<file path="src/pss_pkg.sv">
// Constants, types and state layout for the slot scheduler.
// Assumes a 100 MHz system clock and a word-addressed Avalon-MM host.
package pss_pkg;
	// Time base
	localparam int CLK_PERIOD_NS = 10;
	localparam int SLOT_UNIT_NS = 500;
	localparam int SLOT_UNIT_CYC = SLOT_UNIT_NS / CLK_PERIOD_NS;
	localparam int FREE_RUN_PERIOD_US = 228;
	localparam int FREE_RUN_CYC = FREE_RUN_PERIOD_US * 1000 / CLK_PERIOD_NS;
	// Shortest spacing of two slots, in slot units (one frame)
	localparam logic [10:0] SLOT_MIN_GAP = 11'h0D0;
	localparam logic [1:0] END_MSGS = 2'h2;
	// Register word indexes
	localparam logic [2:0] REG_CTRL = 3'h0;
	localparam logic [2:0] REG_SLOTS = 3'h1;
	localparam logic [2:0] REG_STATUS = 3'h2;
	localparam logic [2:0] REG_IRQ_STAT = 3'h3;
	localparam logic [2:0] REG_IRQ_MASK = 3'h4;
	localparam logic [2:0] REG_SAMPLE = 3'h5;
	// Field positions
	localparam int CTRL_LATENCY = 2;
	localparam int CTRL_FREE_RUN = 3;
	localparam int CTRL_LOCK = 4;
	localparam int CTRL_EXT_INIT = 5;
	localparam int CTRL_RETRY_LSB = 8;
	localparam int SLOTS_B_LSB = 16;
	localparam int IRQ_INIT_DONE = 0;
	localparam int IRQ_ST_FAIL = 1;
	localparam int IRQ_FRAME = 2;
	// Reset values
	localparam logic [31:0] CTRL_RST = 32'h0000_0000;
	localparam logic [9:0] SLOT_A_RST = 10'h000;
	localparam logic [9:0] SLOT_B_RST = 10'h000;
	// Transmit mode field encodings
	localparam logic [1:0] TM_NORMAL = 2'h0;
	localparam logic [1:0] TM_DOUBLE = 2'h1;
	// Phase 3 message words
	localparam logic [9:0] MSG_BUSY = 10'h1A0;
	localparam logic [9:0] MSG_READY = 10'h1A1;
	localparam logic [9:0] MSG_DEFECT = 10'h1A2;
	typedef enum logic [1:0] {PH_INIT12, PH_BUSY, PH_END, PH_RUN} pss_phase_t;
	typedef enum logic [1:0] {K_DATA, K_BUSY, K_READY, K_DEFECT} pss_kind_t;
	typedef struct packed {
		logic read;
		logic write;
		logic [2:0] address;
		logic [31:0] writedata;
	} pss_avs_req_t;
	typedef struct packed {
		logic start;
		logic slot_b;
		pss_kind_t kind;
		logic [9:0] word;
	} pss_tx_t;
	typedef struct packed {
		logic [1:0] mode;
		logic latency;
		logic free_run;
		logic user_lock;
		logic ext_init;
		logic [2:0] retry_limit;
		logic [9:0] slot_a;
		logic [9:0] slot_b;
	} pss_cfg_t;
	typedef struct packed {
		logic sync_meta;
		logic sync_sync;
		logic sync_prev;
		pss_cfg_t cfg;
		pss_phase_t phase;
		logic [2:0] retries;
		logic st_passed;
		logic st_start;
		logic prog_mode;
		logic [1:0] end_cnt;
		logic [5:0] pre;
		logic [10:0] tick;
		logic armed_a;
		logic armed_b;
		logic [9:0] held;
		logic [15:0] free_cnt;
		pss_tx_t tx;
		logic [2:0] irq_stat;
		logic [2:0] irq_mask;
		logic irq;
		logic waitreq;
		logic [31:0] rdata;
	} pss_state_t;
endpackage : pss_pkg

</file>
<file path="src/pss_slot_scheduler.sv">
// Response scheduler for a satellite sensor on a current-loop sensor bus:
// phase 3 messaging, free-running transmission and sync-driven slots.
// Assumes sample, self-test and command-decoder inputs on clk; the sync
// pulse comes straight from the pin.
`timescale 1ns/1ns
module pss_slot_scheduler
	import pss_pkg::*;
#(
	parameter int FREE_RUN_CYCLES = FREE_RUN_CYC
) (
	input wire logic clk,
	input wire logic rst_b,
	input wire pss_avs_req_t avs_req,
	output logic [31:0] avs_readdata,
	output logic avs_waitrequest,
	input wire logic sync_pin,
	input wire logic [9:0] sample_in,
	input wire logic init12_done,
	input wire logic prog_cmd_seen,
	input wire logic st_done,
	input wire logic st_pass,
	output logic st_start,
	output logic prog_mode,
	output pss_tx_t tx,
	output logic irq
);

	////////////////////////////////////////////////////////////////////////
	// Helpers

	// Second slot must start at least one frame after the first
	function automatic logic slot_conflict(input logic [9:0] a,
		input logic [9:0] b);
		logic [10:0] a_end;
		a_end = {1'b0, a} + SLOT_MIN_GAP;
		slot_conflict = ({1'b0, b} < a_end);
	endfunction : slot_conflict

	// Slot reached: armed, first cycle of a tick, tick equals the offset
	function automatic logic slot_hit(input logic armed,
		input logic [5:0] pre, input logic [10:0] tick,
		input logic [9:0] slot);
		slot_hit = armed && (pre == 6'h00) && (tick == {1'b0, slot});
	endfunction : slot_hit

	// Message word for the current init phase
	function automatic logic [9:0] msg_word(input pss_phase_t ph,
		input logic passed);
		if (ph == PH_BUSY) begin
			msg_word = MSG_BUSY;
		end else if (passed) begin
			msg_word = MSG_READY;
		end else begin
			msg_word = MSG_DEFECT;
		end
	endfunction : msg_word

	// Frame kind that goes with the message word
	function automatic pss_kind_t msg_kind(input pss_phase_t ph,
		input logic passed);
		if (ph == PH_BUSY) begin
			msg_kind = K_BUSY;
		end else if (ph == PH_RUN) begin
			msg_kind = K_DATA;
		end else if (passed) begin
			msg_kind = K_READY;
		end else begin
			msg_kind = K_DEFECT;
		end
	endfunction : msg_kind

	////////////////////////////////////////////////////////////////////////
	// State

	pss_state_t s;
	pss_state_t next_s;
	pss_state_t rst_s;

	logic sync_edge;
	logic free_run_select_on;
	logic dsr_on;
	logic conflict;
	logic hit_a;
	logic hit_b;
	logic fire_a;
	logic fire_b;
	logic fire_free;
	logic req;
	logic take;
	logic [2:0] ev;
	logic [31:0] rd_mux;
	logic [31:0] ctrl_word;
	logic [31:0] status_word;

	////////////////////////////////////////////////////////////////////////
	// Decodes of configuration and pending events

	// Mode selection from the control word and the slot A offset
	assign free_run_select_on = (s.cfg.mode == TM_NORMAL) && s.cfg.free_run
		&& (s.cfg.slot_a == 10'h000);
	// Other transmit codes act as synchronous modes with no second slot and
	// no sync-edge sampling, so an unexpected code never doubles the traffic
	assign dsr_on = (s.cfg.mode == TM_DOUBLE);
	assign conflict = slot_conflict(s.cfg.slot_a, s.cfg.slot_b);
	// Only the second synchroniser stage feeds the edge detector
	assign sync_edge = s.sync_sync & ~s.sync_prev;
	// Slot hits on the first cycle of the matching half-microsecond tick
	assign hit_a = slot_hit(s.armed_a, s.pre, s.tick,
		s.cfg.slot_a);
	assign hit_b = slot_hit(s.armed_b, s.pre, s.tick,
		s.cfg.slot_b);
	assign fire_free = free_run_select_on
		&& (s.free_cnt == 16'(FREE_RUN_CYCLES - 1));
	assign fire_a = free_run_select_on ? fire_free : hit_a;
	assign fire_b = !free_run_select_on && hit_b;
	assign req = avs_req.read | avs_req.write;
	assign take = req && !s.waitreq;

	// Register views
	assign ctrl_word = {21'h000000, s.cfg.retry_limit, 2'h0,
		s.cfg.ext_init, s.cfg.user_lock, s.cfg.free_run,
		s.cfg.latency, s.cfg.mode};
	assign status_word = {21'h000000, conflict, free_run_select_on, s.prog_mode,
		s.st_passed, s.retries, 2'h0, s.phase};

	// Read multiplexer; unmapped words read zero
	always_comb begin
		rd_mux = 32'h0000_0000;
		unique case (avs_req.address)
			REG_CTRL: rd_mux = ctrl_word;
			REG_SLOTS: rd_mux = {6'h00, s.cfg.slot_b, 6'h00, s.cfg.slot_a};
			REG_STATUS: rd_mux = status_word;
			REG_IRQ_STAT: rd_mux = {29'h0, s.irq_stat};
			REG_IRQ_MASK: rd_mux = {29'h0, s.irq_mask};
			REG_SAMPLE: rd_mux = {22'h0, s.held};
			default: rd_mux = 32'h0000_0000;
		endcase
	end

	////////////////////////////////////////////////////////////////////////
	// Reset image

	// Built from the package constants so the control word reads back
	// its reset value without a second table to keep in step
	always_comb begin
		rst_s = '0;
		rst_s.cfg.mode = CTRL_RST[1:0];
		rst_s.cfg.latency = CTRL_RST[CTRL_LATENCY];
		rst_s.cfg.free_run = CTRL_RST[CTRL_FREE_RUN];
		rst_s.cfg.user_lock = CTRL_RST[CTRL_LOCK];
		rst_s.cfg.ext_init = CTRL_RST[CTRL_EXT_INIT];
		rst_s.cfg.retry_limit = CTRL_RST[CTRL_RETRY_LSB +: 3];
		rst_s.cfg.slot_a = SLOT_A_RST;
		rst_s.cfg.slot_b = SLOT_B_RST;
		rst_s.phase = PH_INIT12;
		rst_s.tx.kind = K_DATA;
		rst_s.waitreq = 1'b1;
	end

	////////////////////////////////////////////////////////////////////////
	// Next-state logic

	always_comb begin
		next_s = s;
		ev = 3'h0;
		// Strobes default low so each lasts a single cycle
		next_s.tx.start = 1'b0;
		next_s.st_start = 1'b0;

		// Pin synchroniser
		// Two stages before any logic looks at the pin; the third flop
		// only remembers the last level for the rising-edge detect
		next_s.sync_meta = sync_pin;
		next_s.sync_sync = s.sync_meta;
		next_s.sync_prev = s.sync_sync;

		// Half-microsecond slot timer, saturating past the last slot
		if (s.pre == 6'(SLOT_UNIT_CYC - 1)) begin
			next_s.pre = 6'h00;
			if (s.tick != 11'h7FF) begin
				next_s.tick = s.tick + 11'h001;
			end
		end else begin
			next_s.pre = s.pre + 6'h01;
		end
		if (hit_a) begin
			next_s.armed_a = 1'b0;
		end
		if (hit_b) begin
			next_s.armed_b = 1'b0;
		end

		// Sync edge restarts slot timing; free-run mode ignores it
		// A sync edge before slot B has fired re-arms both slots, so
		// the late slot of the earlier period is dropped, not sent
		if (sync_edge && !free_run_select_on) begin
			next_s.pre = 6'h00;
			next_s.tick = 11'h000;
			next_s.armed_a = 1'b1;
			next_s.armed_b = dsr_on && !conflict;
			// Simultaneous sampling takes the sample at the edge
			if (s.cfg.mode == TM_NORMAL && !s.cfg.latency) begin
				next_s.held = sample_in;
			end
		end

		// Free-running period counter
		// Counter is 16 bits wide: FREE_RUN_CYCLES must not exceed
		// 65536, which the default period meets with room to spare
		if (!free_run_select_on || fire_free) begin
			next_s.free_cnt = 16'h0000;
		end else begin
			next_s.free_cnt = s.free_cnt + 16'h0001;
		end

		// Programming entry is watched only before phase 3
		if (s.phase == PH_INIT12 && prog_cmd_seen
			&& !s.cfg.user_lock) begin
			next_s.prog_mode = 1'b1;
		end

		// Initialization phase sequencing
		// Phase 3 has no fixed length here: it lasts as long as the
		// self-test and its retries, then two closing slot-A frames, so a
		// slow sync period simply stretches it
		unique case (s.phase)
			PH_INIT12: begin
				if (init12_done && !s.prog_mode) begin
					next_s.phase = PH_BUSY;
					next_s.retries = 3'h0;
					next_s.st_passed = 1'b0;
					next_s.st_start = 1'b1;
				end
			end
			PH_BUSY: begin
				if (st_done && st_pass) begin
					next_s.st_passed = 1'b1;
					next_s.end_cnt = 2'h0;
					next_s.phase = PH_END;
				end else if (st_done) begin
					ev[IRQ_ST_FAIL] = 1'b1;
					if (s.retries < s.cfg.retry_limit) begin
						// Restart the self-test; the phase stays at busy
						next_s.retries = s.retries + 3'h1;
						next_s.st_start = 1'b1;
					end else begin
						next_s.end_cnt = 2'h0;
						next_s.phase = PH_END;
					end
				end
			end
			PH_END: begin
				// Closing messages pace the end of phase 3
				if (fire_a && s.end_cnt == END_MSGS - 2'h1) begin
					next_s.phase = PH_RUN;
					ev[IRQ_INIT_DONE] = 1'b1;
				end else if (fire_a) begin
					next_s.end_cnt = s.end_cnt + 2'h1;
				end
			end
			PH_RUN: begin
				next_s.phase = PH_RUN;
			end
		endcase

		// First slot or free-run frame
		if (fire_a && s.phase != PH_INIT12) begin
			next_s.tx.start = 1'b1;
			next_s.tx.slot_b = 1'b0;
			next_s.tx.kind = msg_kind(s.phase, s.st_passed);
			ev[IRQ_FRAME] = 1'b1;
			if (s.phase != PH_RUN) begin
				next_s.tx.word = msg_word(s.phase, s.st_passed);
			end else if (free_run_select_on) begin
				next_s.held = sample_in;
				next_s.tx.word = sample_in;
			end else if (dsr_on || s.cfg.latency) begin
				// Latch at the slot itself for least latency
				next_s.held = sample_in;
				next_s.tx.word = sample_in;
			end else begin
				next_s.tx.word = s.held;
			end
		end else if (fire_b && s.phase != PH_INIT12) begin
			// Second slot of double rate; armed only without conflict
			next_s.tx.start = 1'b1;
			next_s.tx.slot_b = 1'b1;
			next_s.tx.kind = msg_kind(s.phase, s.st_passed);
			ev[IRQ_FRAME] = 1'b1;
			if (s.phase != PH_RUN) begin
				next_s.tx.word = msg_word(s.phase, s.st_passed);
			end else begin
				next_s.held = sample_in;
				next_s.tx.word = sample_in;
			end
		end

		// Bus slave: one wait cycle, then the answer for one cycle
		// The wait state keeps the read path registered; the host may
		// present its next request on the edge after the answer
		if (req && s.waitreq) begin
			next_s.waitreq = 1'b0;
			next_s.rdata = rd_mux;
		end else begin
			next_s.waitreq = 1'b1;
		end
		if (take && avs_req.write) begin
			unique case (avs_req.address)
				REG_CTRL: begin
					next_s.cfg.mode = avs_req.writedata[1:0];
					next_s.cfg.latency = avs_req.writedata[CTRL_LATENCY];
					next_s.cfg.free_run = avs_req.writedata[CTRL_FREE_RUN];
					next_s.cfg.user_lock = avs_req.writedata[CTRL_LOCK];
					next_s.cfg.ext_init = avs_req.writedata[CTRL_EXT_INIT];
					next_s.cfg.retry_limit =
						avs_req.writedata[CTRL_RETRY_LSB +: 3];
				end
				REG_SLOTS: begin
					next_s.cfg.slot_a = avs_req.writedata[9:0];
					next_s.cfg.slot_b = avs_req.writedata[SLOTS_B_LSB +: 10];
				end
				REG_IRQ_MASK: next_s.irq_mask = avs_req.writedata[2:0];
				default: next_s.cfg = s.cfg;
			endcase
		end

		// Read clears only the bits shown; a new event still wins
		if (take && avs_req.read && avs_req.address == REG_IRQ_STAT) begin
			next_s.irq_stat = s.irq_stat & ~s.rdata[2:0];
		end
		next_s.irq_stat = next_s.irq_stat | ev;
		next_s.irq = |(next_s.irq_stat & next_s.irq_mask);
	end

	////////////////////////////////////////////////////////////////////////
	// State register

	// Synchronous reset loads the constant reset image
	always_ff @(posedge clk) begin
		if (!rst_b) begin
			s <= rst_s;
		end else begin
			s <= next_s;
		end
	end

	////////////////////////////////////////////////////////////////////////
	// Outputs, all straight from the state register

	assign avs_readdata = s.rdata;
	assign avs_waitrequest = s.waitreq;
	assign st_start = s.st_start;
	assign prog_mode = s.prog_mode;
	assign tx = s.tx;
	assign irq = s.irq;

endmodule : pss_slot_scheduler

</file>
<file path="config.mk">
export PLATFORM = sky130hd
export DESIGN_NAME = pss_slot_scheduler
export DESIGN_NICKNAME = d
export VERILOG_FILES = /design/src/pss_pkg.sv /design/src/pss_slot_scheduler.sv
export SDC_FILE = /design/constraint.sdc
export NUM_CORES = 1
export LEC_CHECK = 0
export BUFFER_PORTS_ARGS = -buffer_cell sky130_fd_sc_hd__clkbuf_2
export CAP_MARGIN = 20
export CORE_UTILIZATION = 30
export CTS_BUF_LIST = sky130_fd_sc_hd__clkbuf_8 sky130_fd_sc_hd__clkbuf_16
export DETAILED_ROUTE_END_ITERATION = 8
export REMOVE_ABC_BUFFERS = 1
export SKIP_CTS_REPAIR_TIMING = 1
export SLEW_MARGIN = 20
export SYNTH_ARGS = -nofsm -noshare
export SYNTH_HDL_FRONTEND = slang
export SYNTH_SLANG_ARGS = --single-unit
</file>
<file path="constraint.sdc">
create_clock -name clk -period 3.2 [get_ports clk]
set_input_delay 0.96 -clock clk [delete_from_list [all_inputs] [get_ports clk]]
set_output_delay 0.96 -clock clk [all_outputs]
set_load 0.05 [all_outputs]
</file>
Word-level counts from Yosys, hierarchy flattened
Cells that the tools add are included.
W data, S select, Z words.
{"block": "totals", "latch_bits": 0, "word_cells": 181, "mem_count": 0, "inputBits": 54, "reg_bits": 141, "ramBits": 0, "rom_bits": 0, "out_inout_bits": 50}
{"block": "classes", "add_sub_neg": 6, "n_div": 0, "bitwise": 8, "n_eq_ne": 26, "shift": 0, "mul": 0, "muxes": 53, "reduce_logical": 54, "order_cmp": 2}
{"operator": "$pmux W26 S6", "n": 1}
{"operator": "$mux W10", "n": 11}
{"operator": "$mux W14", "n": 2}
{"operator": "$mux W2", "n": 12}
{"operator": "$logic_and A1 B1 Y1", "n": 23}
{"operator": "$eq A11 B10 Y1", "n": 2}
{"operator": "$add A16 B1 Y16 const B", "n": 1}
{"operator": "$eq A16 B15 Y1 const B", "n": 1}
{"operator": "$mux W1", "n": 16}
{"operator": "$ne A2 B2 Y1 const B", "n": 8}
{"operator": "$mux W3", "n": 5}
{"operator": "$mux W12", "n": 1}
{"operator": "$reduce_bool A2 Y1", "n": 6}
{"operator": "$add A10 B8 Y11 const B", "n": 1}
{"operator": "$add A11 B1 Y11 const B", "n": 1}
{"operator": "$lt A10 B11 Y1", "n": 1}
{"operator": "$ne A11 B11 Y1 const B", "n": 1}
{"operator": "$logic_not A10 Y1", "n": 1}
{"operator": "$pmux W5 S2", "n": 1}
{"operator": "$reduce_and A5 Y1", "n": 2}
{"operator": "$pmux W2 S4", "n": 1}
{"operator": "$mux W7", "n": 1}
{"operator": "$add A6 B1 Y6 const B", "n": 1}
{"operator": "$and A3 B3 Y3", "n": 2}
{"operator": "28 further kinds", "n": 47}

Depth between registers and ports, before layout
{"block": "logic_depth", "word_depth": 11, "ltp_mapped": 10, "ltp_nobuf": 10}

Worst setup path before layout
Ideal clock, no wire load.
{"block": "synth_timing", "kind": "input port to flip-flop", "startpoint": "in avs_req[34] in the netlist's numbering", "endpoint": "reg s, in the netlist avs_readdata[16]", "path_buffers": 2, "cell_stages": 5, "t_arrival_ns": 2.283, "path_slack_ns": 0.849, "t_required_ns": 3.132, "path_cell_list": "buf_1 -> buf_1 -> nor3_1 -> a22oi_1 -> nor2_1"}
{"block": "synth_between", "elab_chain_len": 2, "word_cells_on_any_way": 7, "classes_between": "eq/ne: 5; mux: 1; reduce/logical: 1"}
{"element": "from (decl)", "line_no": "pss_slot_scheduler.sv:13", "rtl": "input wire pss_avs_req_t avs_req,"}
{"element": "$eq A3 B3 Y1 (tied with other cells)", "line_no": "pss_slot_scheduler.sv:129", "rtl": "unique case (avs_req.address)"}
{"element": "$pmux W26 S6 (*)", "line_no": "pss_slot_scheduler.sv:129"}
{"element": "to (signal assigned)", "line_no": "pss_slot_scheduler.sv:341", "rtl": "s <= rst_s;"}
{"element": "to (signal assigned)", "line_no": "pss_slot_scheduler.sv:343", "rtl": "s <= next_s;"}
{"element": "to (decl)", "line_no": "pss_slot_scheduler.sv:75", "rtl": "pss_state_t s;"}
Every way passes the cells marked *; elsewhere a longest branch is shown, timed or not.
A chain may end at the register's enable or synchronous reset.

Worst setup path after layout
{"block": "layout_timing", "startpoint": "reg s[123] in the netlist's numbering", "endpoint": "reg s[66] in the netlist's numbering"}
{"block": "layout_between", "elab_chain_len": 5, "word_cells_on_any_way": 6, "classes_between": "reduce/logical: 6"}
{"element": "$logic_not A10 Y1 (*)", "line_no": "pss_slot_scheduler.sv:100", "rtl": "&& (s.cfg.slot_a == 10'h000);"}
{"element": "$logic_and A1 B1 Y1 (*)", "line_no": "pss_slot_scheduler.sv:100"}
{"element": "$logic_not A1 Y1 / $logic_and A1 B1 Y1 (equally long branches)", "line_no": "pss_slot_scheduler.sv:210, pss_slot_scheduler.sv:113"}
{"element": "$logic_or A1 B1 Y1 (*)", "line_no": "pss_slot_scheduler.sv:210", "rtl": "if (!free_run_select_on || fire_free) begin"}
{"element": "$reduce_or A2 Y1 (no line) (*)"}
Marks and branches as above.

==> results.md <==
- Critical Setup Path Class: reg -> reg
- Worst Setup Start Kind: register
- Num rows: 53
- Type of element capturing the critical path: register
- Number of port buffers: 81
- Final Critical Period: 2.59 ns
- Sequential cell area: 2600 sq um
- Critical-path maximum fanout: 16
- Multi-input logic area: 3460 sq um
- Vertical die dimension: 150 um
- Number of cells produced by synthesis: 792
- DIE AREA: 22600 sq um
- Number of enable flip-flop cells after synthesis: 0
- Setup repair after global routing missed its margin: false
- Layout filler cell count: 2215
- Aggregate global-route resource usage: 15.3%
- Signed area change from the synthesized netlist to the final layout: 14.6%
- Maximum cell stage delay along the critical path: 0.50 ns
- Worst setup skew after layout: 0.0107 ns
- Commonest cells in the netlist: sky130_fd_sc_hd__dfxtp_1 (130), sky130_fd_sc_hd__nand2_1 (98), sky130_fd_sc_hd__nor2_1 (97)
- Data required time of the worst path: 3.54 ns
- Critical path's slowest cell: sky130_fd_sc_hd__nand3_1
- Via count of the first global-routing pass: 5029
- Final hold violation count: 0
- Class of the tightest hold or removal check: reg -> reg
- Sum of net half-perimeters after detailed placement: 12.4 mm
- Initial antenna violation count: 0
- Wire length per cell after detailed routing: 14.8 um
- Count of cell types in the netlist: 63
- Final antenna-violating net count: 0
- Worst slack on hold paths: 0.431 ns
- Worst setup slack before clock tree synthesis: 0.613 ns
- Number of maximum-capacitance violations: 0
- Setup_tns: 0 ns
- I/O pin cnt: 104
- Main area contributors after synthesis: sky130_fd_sc_hd__dfxtp_1 (39%), sky130_fd_sc_hd__nand2_1 (5.6%), sky130_fd_sc_hd__nor2_1 (5.5%), sky130_fd_sc_hd__buf_4 (5.5%), sky130_fd_sc_hd__xnor2_1 (4.8%)
- Effective utilization at floorplan: 31.0%
- Mean number of vias per cell: 4.90
- Share of flip-flops with an asynchronous set or reset: 0%
- Total core area: 21300 sq um
- Most used flip-flop cell after synthesis: sky130_fd_sc_hd__dfxtp_1
- LEAKAGE: 3.01 nW
- Clock buffer count from CTS: 17
- Max Transition Viols Final: 0
- Number of inserted diodes: 0
- Status: complete, no violations
- Max rail drop VDD: 0.334 mV
- Maximum operating frequency: 0.386 GHz
- WL final: 16.6 mm
- Number of optimization iterations in the first detailed-route pass: 5
- H-tree depth reported by CTS: 4
- Later-pin clock latency in the skew report: 0.43 ns
- YS warnings: 0
- Data arrival, critical path: 2.93 ns
- Power, Total: 3.89 mW
- Cell at the root of the clock tree: sky130_fd_sc_hd__clkbuf_16
- 1st-iter DRT viols: 349
- Post-route setup slack: 0.612 ns
- Clock input transition at the sequential cells of the worst setup and hold paths: 0.06 ns
- Average instance area after synthesis: 8.33 sq um
- Synth Cell Area: 6600 sq um
- TritonCTS clock tree: yes
- Tcrit/Tclk final: 80.9%
- Residual overflow from global routing: 0
- Number of sinks on the clock net: 130
- Finish-stage setup viols: 0
- Wire length of the first global-routing pass: 26.7 mm
- Headroom to the max-slew limit: 52.7%
- Post-layout nets: 905
- Cells along the critical path: inv_1, ha_1, nor4bb_1, and4b_1, and2b_1, nand3_1, nor2_1
- Die Span X: 150 um
- Post-detailed-route DRC marker count: 0
- Maximum number of pins on one net before global-route repair: 48
- Slew at the pin with the worst max-slew slack: 0.710 ns
- Cell type contributing the most total cell area after synthesis: sky130_fd_sc_hd__dfxtp_1
- Final RePlAce weighted congestion: 0.835
- Total number of vias: 5486
- Clk buf depth: 2
- PwrDens: 515 nW/um^2
- Most common cell in the netlist: sky130_fd_sc_hd__dfxtp_1
- Post-synth top area share: 39.4%
- Share of post-route cells with drive strength above 1: 16.5%
- Synthesized flop and latch total: 130
- Share of synthesized area occupied by flip-flops and latches: 39.4%
==> per-stage QoR <==
stage	area (sq um)	instances	utilization, %
after global routing	7560	1119	35.5
final	7560	1119	35.5
after floorplan	6140	719	-
after CTS	7560	1119	35.5
after detailed placement	7000	1087	32.9
after global placement	7000	1087	32.9
==> sequential cells by signal, indices dropped and copies added (netlist names) <==
signal	cells
tx	14
avs_waitrequest	1
irq	1
avs_readdata	21
next_s	2
prog_mode	1
s	80
ctrl_word	9
st_start	1
==> area by class of cell <==
type / instances / area share, %
multi-input cells: 567 / 45.7
flip-flops and latches: 130 / 34.4
repair buffers: 93 / 6.72
clock buffers: 19 / 5.99
well taps: 275 / 4.55
clock inverters: 13 / 1.47
inverters: 22 / 1.09
==> report_power, final <==
group / internal (mW) / switching, mW / leakage, nW
logic: 0.108 / 0.253 / 1.68
registers: 1.66 / 0.0364 / 1.05
clock network: 1.10 / 0.733 / 0.271
total: 2.87 / 1.02 / 3.01
==> per-layer routing <==
metal	global-route usage (%)	vias to the layer above	share of wire [%]
met5	0	-	0
met4	5.15	0	0.93
met3	3.58	11	5.7
met2	22.1	128	43
met1	22.1	2582	51
li1	-	2765	-
==> cells by family after synthesis <==
kind of cell | count (synthesis) | share of synthesized area [%]
muxes | 31 | 5.12
xor gates and xnor gates | 52 | 6.90
and+or+nand+nor | 319 | 23.2
adders and majority gates | 20 | 3.79
buffers and inverters | 105 | 8.80
DFF | 130 | 39.4
AOI/OAI and AO/OA | 134 | 12.7
other | 1 | 0.0568
==> final timing paths <==
kind,end,cells after the start,slack [ns],startpoint
min reg2reg,next_s[138]$_SDFF_PN0_,1,0.43,next_s[139]$_SDFF_PN0_
max,s[66]$_SDFF_PP0_,7,0.61,s[123]$_SDFFE_PN0P_
max reg2reg,s[66]$_SDFF_PP0_,7,0.61,s[123]$_SDFFE_PN0P_
min,next_s[138]$_SDFF_PN0_,1,0.43,next_s[139]$_SDFF_PN0_
==> critical path: cells and delay by family (launching register included) <==
kind                     cells  cell delay [ns]
adder cells (fa/ha/maj)      1             0.14
buffers and inverters        1             0.12
flip-flops                   1             0.39
AND/OR/NAND/NOR              5             1.87
==> cells in the final DEF, fill, tap and decap left out, types with 8 or more instances in the layout <==
| cell | instances |
|---|---|
| sky130_fd_sc_hd__dfxtp_1 | 130 |
| sky130_fd_sc_hd__nand2_1 | 98 |
| sky130_fd_sc_hd__nor2_1 | 97 |
| sky130_fd_sc_hd__clkbuf_2 | 81 |
| sky130_fd_sc_hd__a21oi_1 | 40 |
| sky130_fd_sc_hd__xnor2_1 | 36 |
| sky130_fd_sc_hd__nand3_1 | 34 |
| sky130_fd_sc_hd__o21ai_0 | 27 |
| sky130_fd_sc_hd__mux2i_1 | 27 |
| sky130_fd_sc_hd__inv_1 | 21 |
| sky130_fd_sc_hd__nand4_1 | 20 |
| sky130_fd_sc_hd__ha_1 | 20 |
| sky130_fd_sc_hd__nor3_1 | 18 |
| sky130_fd_sc_hd__clkbuf_16 | 17 |
| sky130_fd_sc_hd__xor2_1 | 16 |
| sky130_fd_sc_hd__a22oi_1 | 16 |
| sky130_fd_sc_hd__a31oi_1 | 11 |
| sky130_fd_sc_hd__conb_1 | 11 |
| sky130_fd_sc_hd__buf_4 | 11 |
| sky130_fd_sc_hd__and3_1 | 8 |
| sky130_fd_sc_hd__and2_1 | 8 |
| sky130_fd_sc_hd__a211oi_1 | 8 |
Power figures use the tool's default switching activity.
